--- src/pkg/fpc_defs.svh ---
`ifndef FPC_DEFS_SVH
`define FPC_DEFS_SVH

// ----------------------------------------------------------------
// Opcodes
// ----------------------------------------------------------------
`define FPC_OP_WR_ENABLE 8'h06
`define FPC_OP_RD_STAT 8'h05
`define FPC_OP_ENTER_WIDE 8'hb7
`define FPC_OP_EXIT_WIDE 8'h29
`define FPC_OP_RD_DYN 8'hfa
`define FPC_OP_RD_DYN_W 8'he0
`define FPC_OP_WR_DYN 8'hfb
`define FPC_OP_WR_DYN_W 8'he1
`define FPC_OP_RD_PER 8'hfc
`define FPC_OP_RD_PER_W 8'he2
`define FPC_OP_PG_PER 8'hfd
`define FPC_OP_PG_PER_W 8'he3
`define FPC_OP_ER_PER 8'he4
`define FPC_OP_RD_CFG 8'h2b
`define FPC_OP_PG_CFG 8'h2f
`define FPC_OP_SUSPEND 8'h75

// ----------------------------------------------------------------
// Field positions, lengths, reset values and busy times
// ----------------------------------------------------------------
`define FPC_EXT_BIT 7
`define FPC_SECT_LSB 16
`define FPC_OPC_BITS 7'd8
`define FPC_ADDR3_BITS 7'd24
`define FPC_ADDR4_BITS 7'd32
`define FPC_BYTE_BITS 7'd8
`define FPC_WORD_BITS 7'd16
`define FPC_BANK_RST 8'h00
`define FPC_CFG_RST 16'hffff
`define FPC_PROG_CYC 400
`define FPC_ERASE_CYC 4000

`endif

--- src/pkg/fpc_pkg.sv ---
package fpc_pkg;

   // ----------------------------------------------------------------
   // Frame phases of the command interpreter
   // ----------------------------------------------------------------
   typedef enum logic [2:0] {
      FPC_IDLE,
      FPC_OPC,
      FPC_ADDR,
      FPC_DIN,
      FPC_DOUT,
      FPC_EXEC,
      FPC_IGNORE
   } fpc_state_e;

endpackage

--- src/logic/fpc_sync.sv ---
`timescale 1ns/1ps
// Two-stage synchroniser for pin inputs; only the second stage is read.
module fpc_sync #(
   parameter int WIDTH = 1,
   parameter logic [WIDTH-1:0] RST_VAL = '0
) (
   input wire logic i_clk,
   input wire logic i_rstn,
   input wire logic [WIDTH-1:0] i_d,
   output logic [WIDTH-1:0] o_q
);

   logic [WIDTH-1:0] meta_r;

   // ----------------------------------------------------------------
   // Synchroniser stages
   // ----------------------------------------------------------------
   // Both stages take a constant under reset so no pin level leaks in.
   always_ff @(posedge i_clk) begin
      if (!i_rstn) begin
         meta_r <= RST_VAL;
         o_q <= RST_VAL;
      end else begin
         meta_r <= i_d;
         o_q <= meta_r;
      end
   end

endmodule

--- src/logic/fpc_flash_prot_cmd.sv ---
// Summary of operation
// - Enter-wide opcode sets the extended address flag, bank bit 7, only volatile.
// - Exit-wide opcode clears the volatile extended address flag.
// - Enter and exit wide opcodes work without the write enable latch.
// - With the flag clear, 24-bit addresses get upper bits from bank register.
// - Dynamic read takes 3 or 4 address bytes by flag; wide opcode always 4.
// - Dynamic read shifts the sector byte on falling edges, repeating, no increment.
// - Dynamic writes are accepted only with the write enable latch set.
// - Dynamic write is opcode, flag-sized address, one data byte; wide uses 4.
// - Select rising right after the eighth data bit starts the dynamic update.
// - Persistent reads work only in single-line framing, flag-sized address; wide opcode always 4.
// - Persistent read repeats the sector byte without address increment.
// - Persistent program needs latch, opcode plus address, starts at select rise.
// - Program shows in-progress 1, status readable, then 0 and latch cleared.
// - Persistent erase, latch required, sets every persistent bit to one.
// - Erase starts only if select rises right after the eighth opcode bit.
// - Erase shows in-progress, clears latch when done, refuses erase suspend.
// - Config read shifts 16 bits, low byte first, msb first, repeating.
// - Config program needs latch and two data bytes, low byte first.
// - Config program runs only if select rises right after the sixteenth bit.
// - Config program shows in-progress then clears it and the latch.
// - Opcode and address bits are sampled on rising serial clock edges.
// - Extended address flag is bank bit 7; clear means bank supplies high bits.
`timescale 1ns/1ps
`include "fpc_defs.svh"
module fpc_flash_prot_cmd
   import fpc_pkg::*;
#(
   parameter int N_SECT = 16,
   parameter int PROG_CYC = `FPC_PROG_CYC,
   parameter int ERASE_CYC = `FPC_ERASE_CYC
) (
   input wire logic i_clk,
   input wire logic i_rstn,
   input wire logic i_cs_n,
   input wire logic i_sck,
   input wire logic [3:0] i_io,
   input wire logic i_four_line_framing,
   output logic [3:0] o_io,
   output logic [3:0] o_io_oe,
   output logic o_extended_addr_flag,
   output logic [7:0] o_bank_addr,
   output logic [31:0] o_last_addr,
   output logic o_write_enable_latch,
   output logic o_in_progress_bit,
   output logic [15:0] o_protect_config_register
);

   localparam int SB = (N_SECT > 1) ? $clog2(N_SECT) : 1;

   // ----------------------------------------------------------------
   // Parameter checks
   // ----------------------------------------------------------------
   if (N_SECT < 2 || N_SECT > 65536 || (1 << SB) != N_SECT) begin : g_bad_sect
      $error("N_SECT must be a power of two from 2 to 65536");
   end
   if (PROG_CYC < 1 || PROG_CYC > 65535 || ERASE_CYC < 1 || ERASE_CYC > 65535) begin : g_bad_t
      $error("busy counts must lie in 1..65535");
   end

   localparam logic [15:0] PROG_LD = 16'(PROG_CYC - 1);
   localparam logic [15:0] ERASE_LD = 16'(ERASE_CYC - 1);

   typedef struct packed {
      fpc_state_e st;
      logic [7:0] op;
      logic [31:0] sh;
      logic [6:0] cnt;
      logic wide;
      logic qlat;
      logic [31:0] addr;
      logic [15:0] dbuf;
      logic [3:0] idx;
      logic sck_q;
      logic cs_q;
      logic [7:0] bank;
      logic wlatch;
      logic active;
      logic [15:0] busy;
      logic [N_SECT-1:0] dyn;
      logic [N_SECT-1:0] per;
      logic [15:0] cfg;
      logic [3:0] io;
      logic [3:0] oe;
   } fpc_state_s;

   fpc_state_s s_r;
   fpc_state_s s_nxt;
   logic [6:0] syn;
   logic cs_s;
   logic sck_s;
   logic [3:0] io_s;
   logic quad_s;
   logic rise;
   logic fall;
   logic cs_rise;
   logic cs_fall;
   logic [2:0] bpc;
   logic [6:0] cnt_inc;
   logic [31:0] sh_in;
   logic [SB-1:0] sect;
   logic [15:0] word;
   logic [15:0] word_rot;
   logic [7:0] stat;

   // ----------------------------------------------------------------
   // Pin synchronisation
   // ----------------------------------------------------------------
   // Select idles high; the serial clock is sampled, not used as a clock.
   fpc_sync #(
      .WIDTH(7),
      .RST_VAL(7'h40)
   ) u_sync (
      .i_clk(i_clk),
      .i_rstn(i_rstn),
      .i_d({i_cs_n, i_sck, i_io, i_four_line_framing}),
      .o_q(syn)
   );

   // Edge detection works on the synchronised copies only.
   assign cs_s = syn[6];
   assign sck_s = syn[5];
   assign io_s = syn[4:1];
   assign quad_s = syn[0];
   assign rise = sck_s && !s_r.sck_q && !cs_s;
   assign fall = !sck_s && s_r.sck_q && !cs_s;
   assign cs_rise = cs_s && !s_r.cs_q;
   assign cs_fall = !cs_s && s_r.cs_q;
   assign bpc = s_r.qlat ? 3'd4 : 3'd1;
   assign cnt_inc = s_r.cnt + 7'(bpc);
   assign sh_in = s_r.qlat ? {s_r.sh[27:0], io_s} : {s_r.sh[30:0], io_s[0]};
   assign sect = s_r.addr[`FPC_SECT_LSB +: SB];
   assign stat = {6'h00, s_r.wlatch, s_r.active};

   // ----------------------------------------------------------------
   // Read-out word selection
   // ----------------------------------------------------------------
   // Eight-bit sources are doubled so a 16-bit rotation repeats them.
   always_comb begin
      case (s_r.op)
         `FPC_OP_RD_DYN, `FPC_OP_RD_DYN_W: word = {16{s_r.dyn[sect]}};
         `FPC_OP_RD_PER, `FPC_OP_RD_PER_W: word = {16{s_r.per[sect]}};
         `FPC_OP_RD_CFG: word = {s_r.cfg[7:0], s_r.cfg[15:8]};
         default: word = {stat, stat};
      endcase
      word_rot = word << s_r.idx;
   end

   // ----------------------------------------------------------------
   // Command interpreter next state
   // ----------------------------------------------------------------
   always_comb begin
      s_nxt = s_r;
      s_nxt.sck_q = sck_s;
      s_nxt.cs_q = cs_s;
      // Busy timer; finishing a program or erase drops the latch too.
      if (s_r.active) begin
         if (s_r.busy == 16'h0000) begin
            s_nxt.active = 1'b0;
            s_nxt.wlatch = 1'b0;
         end else begin
            s_nxt.busy = s_r.busy - 16'h0001;
         end
      end
      if (cs_s) begin
         // Only a frame that ended exactly on its boundary executes.
         if (cs_rise && s_r.st == FPC_EXEC) begin
            case (s_r.op)
               `FPC_OP_WR_ENABLE: s_nxt.wlatch = 1'b1;
               `FPC_OP_ENTER_WIDE: s_nxt.bank[`FPC_EXT_BIT] = 1'b1;
               `FPC_OP_EXIT_WIDE: s_nxt.bank[`FPC_EXT_BIT] = 1'b0;
               `FPC_OP_WR_DYN, `FPC_OP_WR_DYN_W: begin
                  s_nxt.dyn[sect] = s_r.dbuf[0];
                  s_nxt.wlatch = 1'b0;
               end
               `FPC_OP_PG_PER, `FPC_OP_PG_PER_W: begin
                  s_nxt.per[sect] = 1'b0;
                  s_nxt.active = 1'b1;
                  s_nxt.busy = PROG_LD;
               end
               `FPC_OP_ER_PER: begin
                  s_nxt.per = '1;
                  s_nxt.active = 1'b1;
                  s_nxt.busy = ERASE_LD;
               end
               `FPC_OP_PG_CFG: begin
                  s_nxt.cfg = {s_r.dbuf[7:0], s_r.dbuf[15:8]};
                  s_nxt.active = 1'b1;
                  s_nxt.busy = PROG_LD;
               end
               default: s_nxt.st = FPC_IDLE;
            endcase
         end
         s_nxt.st = FPC_IDLE;
         s_nxt.oe = 4'h0;
      end else if (cs_fall) begin
         s_nxt.st = FPC_OPC;
         s_nxt.cnt = 7'd0;
         s_nxt.idx = 4'h0;
         s_nxt.qlat = quad_s;
      end else if (rise) begin
         s_nxt.sh = sh_in;
         s_nxt.cnt = cnt_inc;
         case (s_r.st)
            FPC_OPC: begin
               if (cnt_inc == `FPC_OPC_BITS) begin
                  s_nxt.op = sh_in[7:0];
                  s_nxt.cnt = 7'd0;
                  s_nxt.wide = s_r.bank[`FPC_EXT_BIT];
                  s_nxt.st = FPC_IGNORE;
                  // While busy only the status read gets through.
                  if (!s_r.active || sh_in[7:0] == `FPC_OP_RD_STAT) begin
                     case (sh_in[7:0])
                        `FPC_OP_RD_STAT, `FPC_OP_RD_CFG: s_nxt.st = FPC_DOUT;
                        `FPC_OP_WR_ENABLE, `FPC_OP_ENTER_WIDE,
                        `FPC_OP_EXIT_WIDE: s_nxt.st = FPC_EXEC;
                        `FPC_OP_RD_DYN: s_nxt.st = FPC_ADDR;
                        `FPC_OP_RD_DYN_W: begin
                           s_nxt.st = FPC_ADDR;
                           s_nxt.wide = 1'b1;
                        end
                        `FPC_OP_RD_PER, `FPC_OP_RD_PER_W: begin
                           s_nxt.st = s_r.qlat ? FPC_IGNORE : FPC_ADDR;
                           s_nxt.wide = s_nxt.wide | (sh_in[7:0] == `FPC_OP_RD_PER_W);
                        end
                        `FPC_OP_WR_DYN, `FPC_OP_WR_DYN_W,
                        `FPC_OP_PG_PER, `FPC_OP_PG_PER_W: begin
                           s_nxt.st = s_r.wlatch ? FPC_ADDR : FPC_IGNORE;
                           s_nxt.wide = s_nxt.wide | (sh_in[7:0] == `FPC_OP_WR_DYN_W)
                                        | (sh_in[7:0] == `FPC_OP_PG_PER_W);
                        end
                        `FPC_OP_ER_PER: s_nxt.st = s_r.wlatch ? FPC_EXEC : FPC_IGNORE;
                        `FPC_OP_PG_CFG: s_nxt.st = s_r.wlatch ? FPC_DIN : FPC_IGNORE;
                        // Suspend has nothing to suspend here and is dropped.
                        `FPC_OP_SUSPEND: s_nxt.st = FPC_IGNORE;
                        default: s_nxt.st = FPC_IGNORE;
                     endcase
                  end
               end
            end
            FPC_ADDR: begin
               if (cnt_inc == (s_r.wide ? `FPC_ADDR4_BITS : `FPC_ADDR3_BITS)) begin
                  s_nxt.cnt = 7'd0;
                  // Narrow addresses borrow the bank bits above 128Mb.
                  s_nxt.addr = s_r.wide ? sh_in
                               : {1'b0, s_r.bank[6:0], sh_in[23:0]};
                  case (s_r.op)
                     `FPC_OP_WR_DYN, `FPC_OP_WR_DYN_W: s_nxt.st = FPC_DIN;
                     `FPC_OP_PG_PER, `FPC_OP_PG_PER_W: s_nxt.st = FPC_EXEC;
                     default: s_nxt.st = FPC_DOUT;
                  endcase
               end
            end
            FPC_DIN: begin
               if (cnt_inc == ((s_r.op == `FPC_OP_PG_CFG) ? `FPC_WORD_BITS
                                                          : `FPC_BYTE_BITS)) begin
                  s_nxt.dbuf = sh_in[15:0];
                  s_nxt.cnt = 7'd0;
                  s_nxt.st = FPC_EXEC;
               end
            end
            // Any clock past the boundary cancels execution.
            FPC_EXEC: s_nxt.st = FPC_IGNORE;
            default: s_nxt.cnt = s_r.cnt;
         endcase
      end else if (fall && s_r.st == FPC_DOUT) begin
         // Rotation over 16 bits repeats the byte or word with no increment.
         s_nxt.idx = s_r.idx + 4'(bpc);
         if (s_r.qlat) begin
            s_nxt.io = word_rot[15:12];
            s_nxt.oe = 4'hf;
         end else begin
            s_nxt.io = {2'b00, word_rot[15], 1'b0};
            s_nxt.oe = 4'h2;
         end
      end
   end

   // ----------------------------------------------------------------
   // State register
   // ----------------------------------------------------------------
   // Protection bits reset to unprotected because no array is modelled.
   always_ff @(posedge i_clk) begin
      if (!i_rstn) begin
         s_r <= '0;
         s_r.st <= FPC_IDLE;
         s_r.cs_q <= 1'b1;
         s_r.bank <= `FPC_BANK_RST;
         s_r.dyn <= '1;
         s_r.per <= '1;
         s_r.cfg <= `FPC_CFG_RST;
      end else begin
         s_r <= s_nxt;
      end
   end

   assign o_io = s_r.io;
   assign o_io_oe = s_r.oe;
   assign o_extended_addr_flag = s_r.bank[`FPC_EXT_BIT];
   assign o_bank_addr = s_r.bank;
   assign o_last_addr = s_r.addr;
   assign o_write_enable_latch = s_r.wlatch;
   assign o_in_progress_bit = s_r.active;
   assign o_protect_config_register = s_r.cfg;
endmodule

--- config.mk ---
export PLATFORM = sky130hd
export DESIGN_NAME = fpc_flash_prot_cmd
export DESIGN_NICKNAME = d
export VERILOG_FILES = /design/src/pkg/fpc_pkg.sv /design/src/logic/fpc_sync.sv /design/src/logic/fpc_flash_prot_cmd.sv
export VERILOG_INCLUDE_DIRS = /design/src /design/src/pkg
export SDC_FILE = /design/constraint.sdc
export NUM_CORES = 1
export LEC_CHECK = 0
export BUFFER_PORTS_ARGS = -buffer_cell sky130_fd_sc_hd__buf_2
export CORE_MARGIN = 2
export CORE_UTILIZATION = 50
export DETAILED_ROUTE_END_ITERATION = 7
export PLACE_DENSITY_LB_ADDON = 0.08
export REMOVE_ABC_BUFFERS = 1
export SLEW_MARGIN = 20
export SYNTH_ARGS = -nofsm -noshare
export SYNTH_HDL_FRONTEND = slang
export SYNTH_SLANG_ARGS = --single-unit
--- constraint.sdc ---
create_clock -name i_clk -period 10.8 [get_ports i_clk]
set_clock_uncertainty 0.1 [all_clocks]
set_input_delay 0 -clock i_clk [delete_from_list [all_inputs] [get_ports i_clk]]
set_output_delay 0 -clock i_clk [all_outputs]
set_load 0.01 [all_outputs]
==> flow_summary_export.csv <==
group,metric,value,unit
outcome,status,"completed",
yosys,synth-edff-count,0,
sta,layout_min_cycle_time,4.30,ns
sta,period_share,0.398,
cts,clockBufferDepth,2,
cts,ctsResizeCount,0,
cts,clk_latency,0.44,ns
sta,rsz0062_at_grt,"false",
sta,worst_pin_slew,1.09,ns
sta,hold_viol_final,0,
layout,nNetsFinal,1159,
drt,drt-vias-per-instance,5.74,
place,port_buffers,68,
power_and_ir_drop,leakage,4.58,nW
cts,clk_pin_slew,0.07,ns
power_and_ir_drop,fin_total_pwr,0.00138,W
place,dp_cells,1379,
drt,drtIter0Drc,526,
sta,slew_violations,0,
cts,cts_setup_buffers,0,
drt,wl,24200,um
worst_setup_path,critPathKind,"register to register",
floorplan,num_rows,51,
yosys,yosysWarnings,0,
cts,cts_buffers,17,
yosys,synth_top_area_frac,0.388,
flow_run,drv_cap,0,
place,dpl.hpwl,16300,um
drt,wl_per_cell,17.0,um
layout,drive_above_1_share,0.125,
yosys,yosys.area.top_type,"dfxtp_1",
sta,setup_viol_count_final,0,
cts,cts-hold-fix-buffers,9,
layout,stdcell_count,1421,
yosys,syn-cell-area,0.00990,mm2
layout,final_common_cell,"nand2_1",
sta,hold_ws,0.202,ns
floorplan,die_h,145,um
drt,antenna_left,0,
yosys,syn_inst,1172,
grt,grt.overflow.total,0,
drt,num_vias,8155,
power_and_ir_drop,power.density,130,mW/mm2
yosys,synthArstFlopShare,0,
layout,areaGrowthSynthToFinish,7.24,%
hold_path,hp-class,"input port to register",
layout,n_antenna_cell,0,
sta,fin_tns_setup,0,ns
cts,cts.sinks,192,
floorplan,initial_core_util,0.509,
sta,fmax,232,MHz
layout,most-common-layout-cells,"192 x nand2_1, 191 x dfxtp_1, 67 x buf_2",
worst_setup_path,end_kind,"register",
place,gp_congestion,0.903,
grt,grt_pass1_wl,38900,um
grt,grt_max_degree,82,
hold_path,worstHoldStart,"i_io[0]",
worst_setup_path,required,11.03,ns
worst_setup_path,critical_path.max_fanout,42,
yosys,syn_avg_cell_area,8.45,um2
power_and_ir_drop,ir_drop,0.104,mV
yosys,synth_seq_cells,192,
floorplan,die_w,145,um
sta,relSlewSlack,0.273,
yosys,synthFlopType,"dfxtp_1",
worst_setup_path,crit-reg2reg-launch,"s_r[136]$_SDFFE_PN0P_",
drt,drc,0,
grt,antenna_found_initial,1,
worst_setup_path,cp.arrival,4.53,ns
cts,cts.htree.levels,4,
yosys,synth_cell_type_count,73,
floorplan,coreArea,0.0195,mm2
cts,cts_tree,"built",
drt,firstDrtPassIters,5,
cts,cts_root_buffer,"clkbuf_16",
worst_setup_path,start_kind,"register",
floorplan,ioPinCount,76,
worst_setup_path,crit_start,"s_r[136]$_SDFFE_PN0P_",
yosys,synth.top_cells.by_area,"dfxtp_1 39%, nand2_1 7.3%, mux2i_1 5.9%",
grt,globalRouteTotalUtil,0.235,
yosys,ys_seq_area_frac,0.388,
floorplan,die-area,0.0209,mm2
grt,grt_pass1_vias,7264,
[synth_stat cells (10+ instances only)]
| cell | instances |
|---|---|
| a21boi_0 | 34 |
| a21oi_1 | 23 |
| a31oi_1 | 11 |
| and2_1 | 15 |
| buf_4 | 64 |
| clkbuf_1 | 65 |
| dfxtp_1 | 192 |
| inv_1 | 12 |
| mux2_2 | 13 |
| mux2i_1 | 58 |
| nand2_1 | 192 |
| nand2b_1 | 17 |
| nand3_1 | 64 |
| nand4_1 | 10 |
| nor2_1 | 59 |
| nor2b_1 | 21 |
| nor3_1 | 24 |
| o211a_1 | 54 |
| o21a_1 | 10 |
| o21ai_0 | 65 |
| or3_1 | 13 |
[power by group]
part	switching [W]	internal [W]	leakage, nW
combinational	0.0000165	0.00000965	2.73
clock	0.000308	0.000338	0.292
sequential	0.00000205	0.000710	1.55
total	0.000326	0.00106	4.58
[final timing paths]
path / endpoint / slack (ns) / cells after the start
setup / recovery: s_r[93]$_SDFFE_PN0P_ / 6.50 / 10
hold / removal: u_sync.meta_r[1]$_SDFF_PN0_ / 0.20 / 3
setup reg to reg: s_r[93]$_SDFFE_PN0P_ / 6.50 / 10
hold reg to reg: u_sync.o_q[3]$_SDFF_PN0_ / 0.34 / 1
[state kept, by name (all words and copies together) (netlist names), named ones only]
signal / cells
s_r: 105
u_sync.meta_r: 7
o_last_addr: 32
o_io_oe: 2
o_in_progress_bit: 1
o_io: 4
o_bank_addr: 1
u_sync.o_q: 7
o_protect_config_register: 16
o_write_enable_latch: 1
[stage by stage]
stage | util | cell area [um2] | setup slack, ns
global placement | 0.509 | 9900 | 6.55
global route | 0.546 | 10600 | 6.20
CTS | 0.544 | 10600 | 6.47
floorplan | - | 9140 | 5.17
finish | 0.546 | 10600 | 6.50
detailed placement | 0.509 | 9900 | 6.50
[area by class of cell]
cell class | instances | area, um2
clock buffer | 18 | 439
clock inverter | 14 | 160
fill | 1808 | 8840
inverter | 12 | 45.0
multi-input combinational | 832 | 5270
sequential | 192 | 3840
tap | 265 | 332
timing repair buffer | 88 | 528
[cell families (layout without fill, tap and decap cells)]
kind of cell / Yosys count / count (layout) / share of synthesized area
flops: 192 / 192 / 0.388
mux: 74 / 74 / 0.0793
other cells: 1 / 7 / 0.000379
fa+ha+maj: 7 / 7 / 0.00884
simple gates: 465 / 465 / 0.228
compound gates: 261 / 261 / 0.196
buf+inv: 154 / 132 / 0.0840
xor+xnor: 18 / 18 / 0.0159
[metal layers]
layer / share of wire / global-route usage
met5: 0 / 0
met4: 0.017 / 0.0659
met3: 0.048 / 0.0431
met2: 0.45 / 0.368
met1: 0.48 / 0.331
[critical path, cell delays in order (launching register included)]
cell and delay, ns:
dfxtp_2 0.32, buf_4 0.50, inv_1 0.24, ha_1 0.28, ha_1 0.31, or4_1 0.54, or3b_1 0.42, a2111o_1 0.60
nor2_1 0.56, nor2b_1 0.13, o21a_1 0.20
No activity file was read; power rests on OpenSTA's default activity.
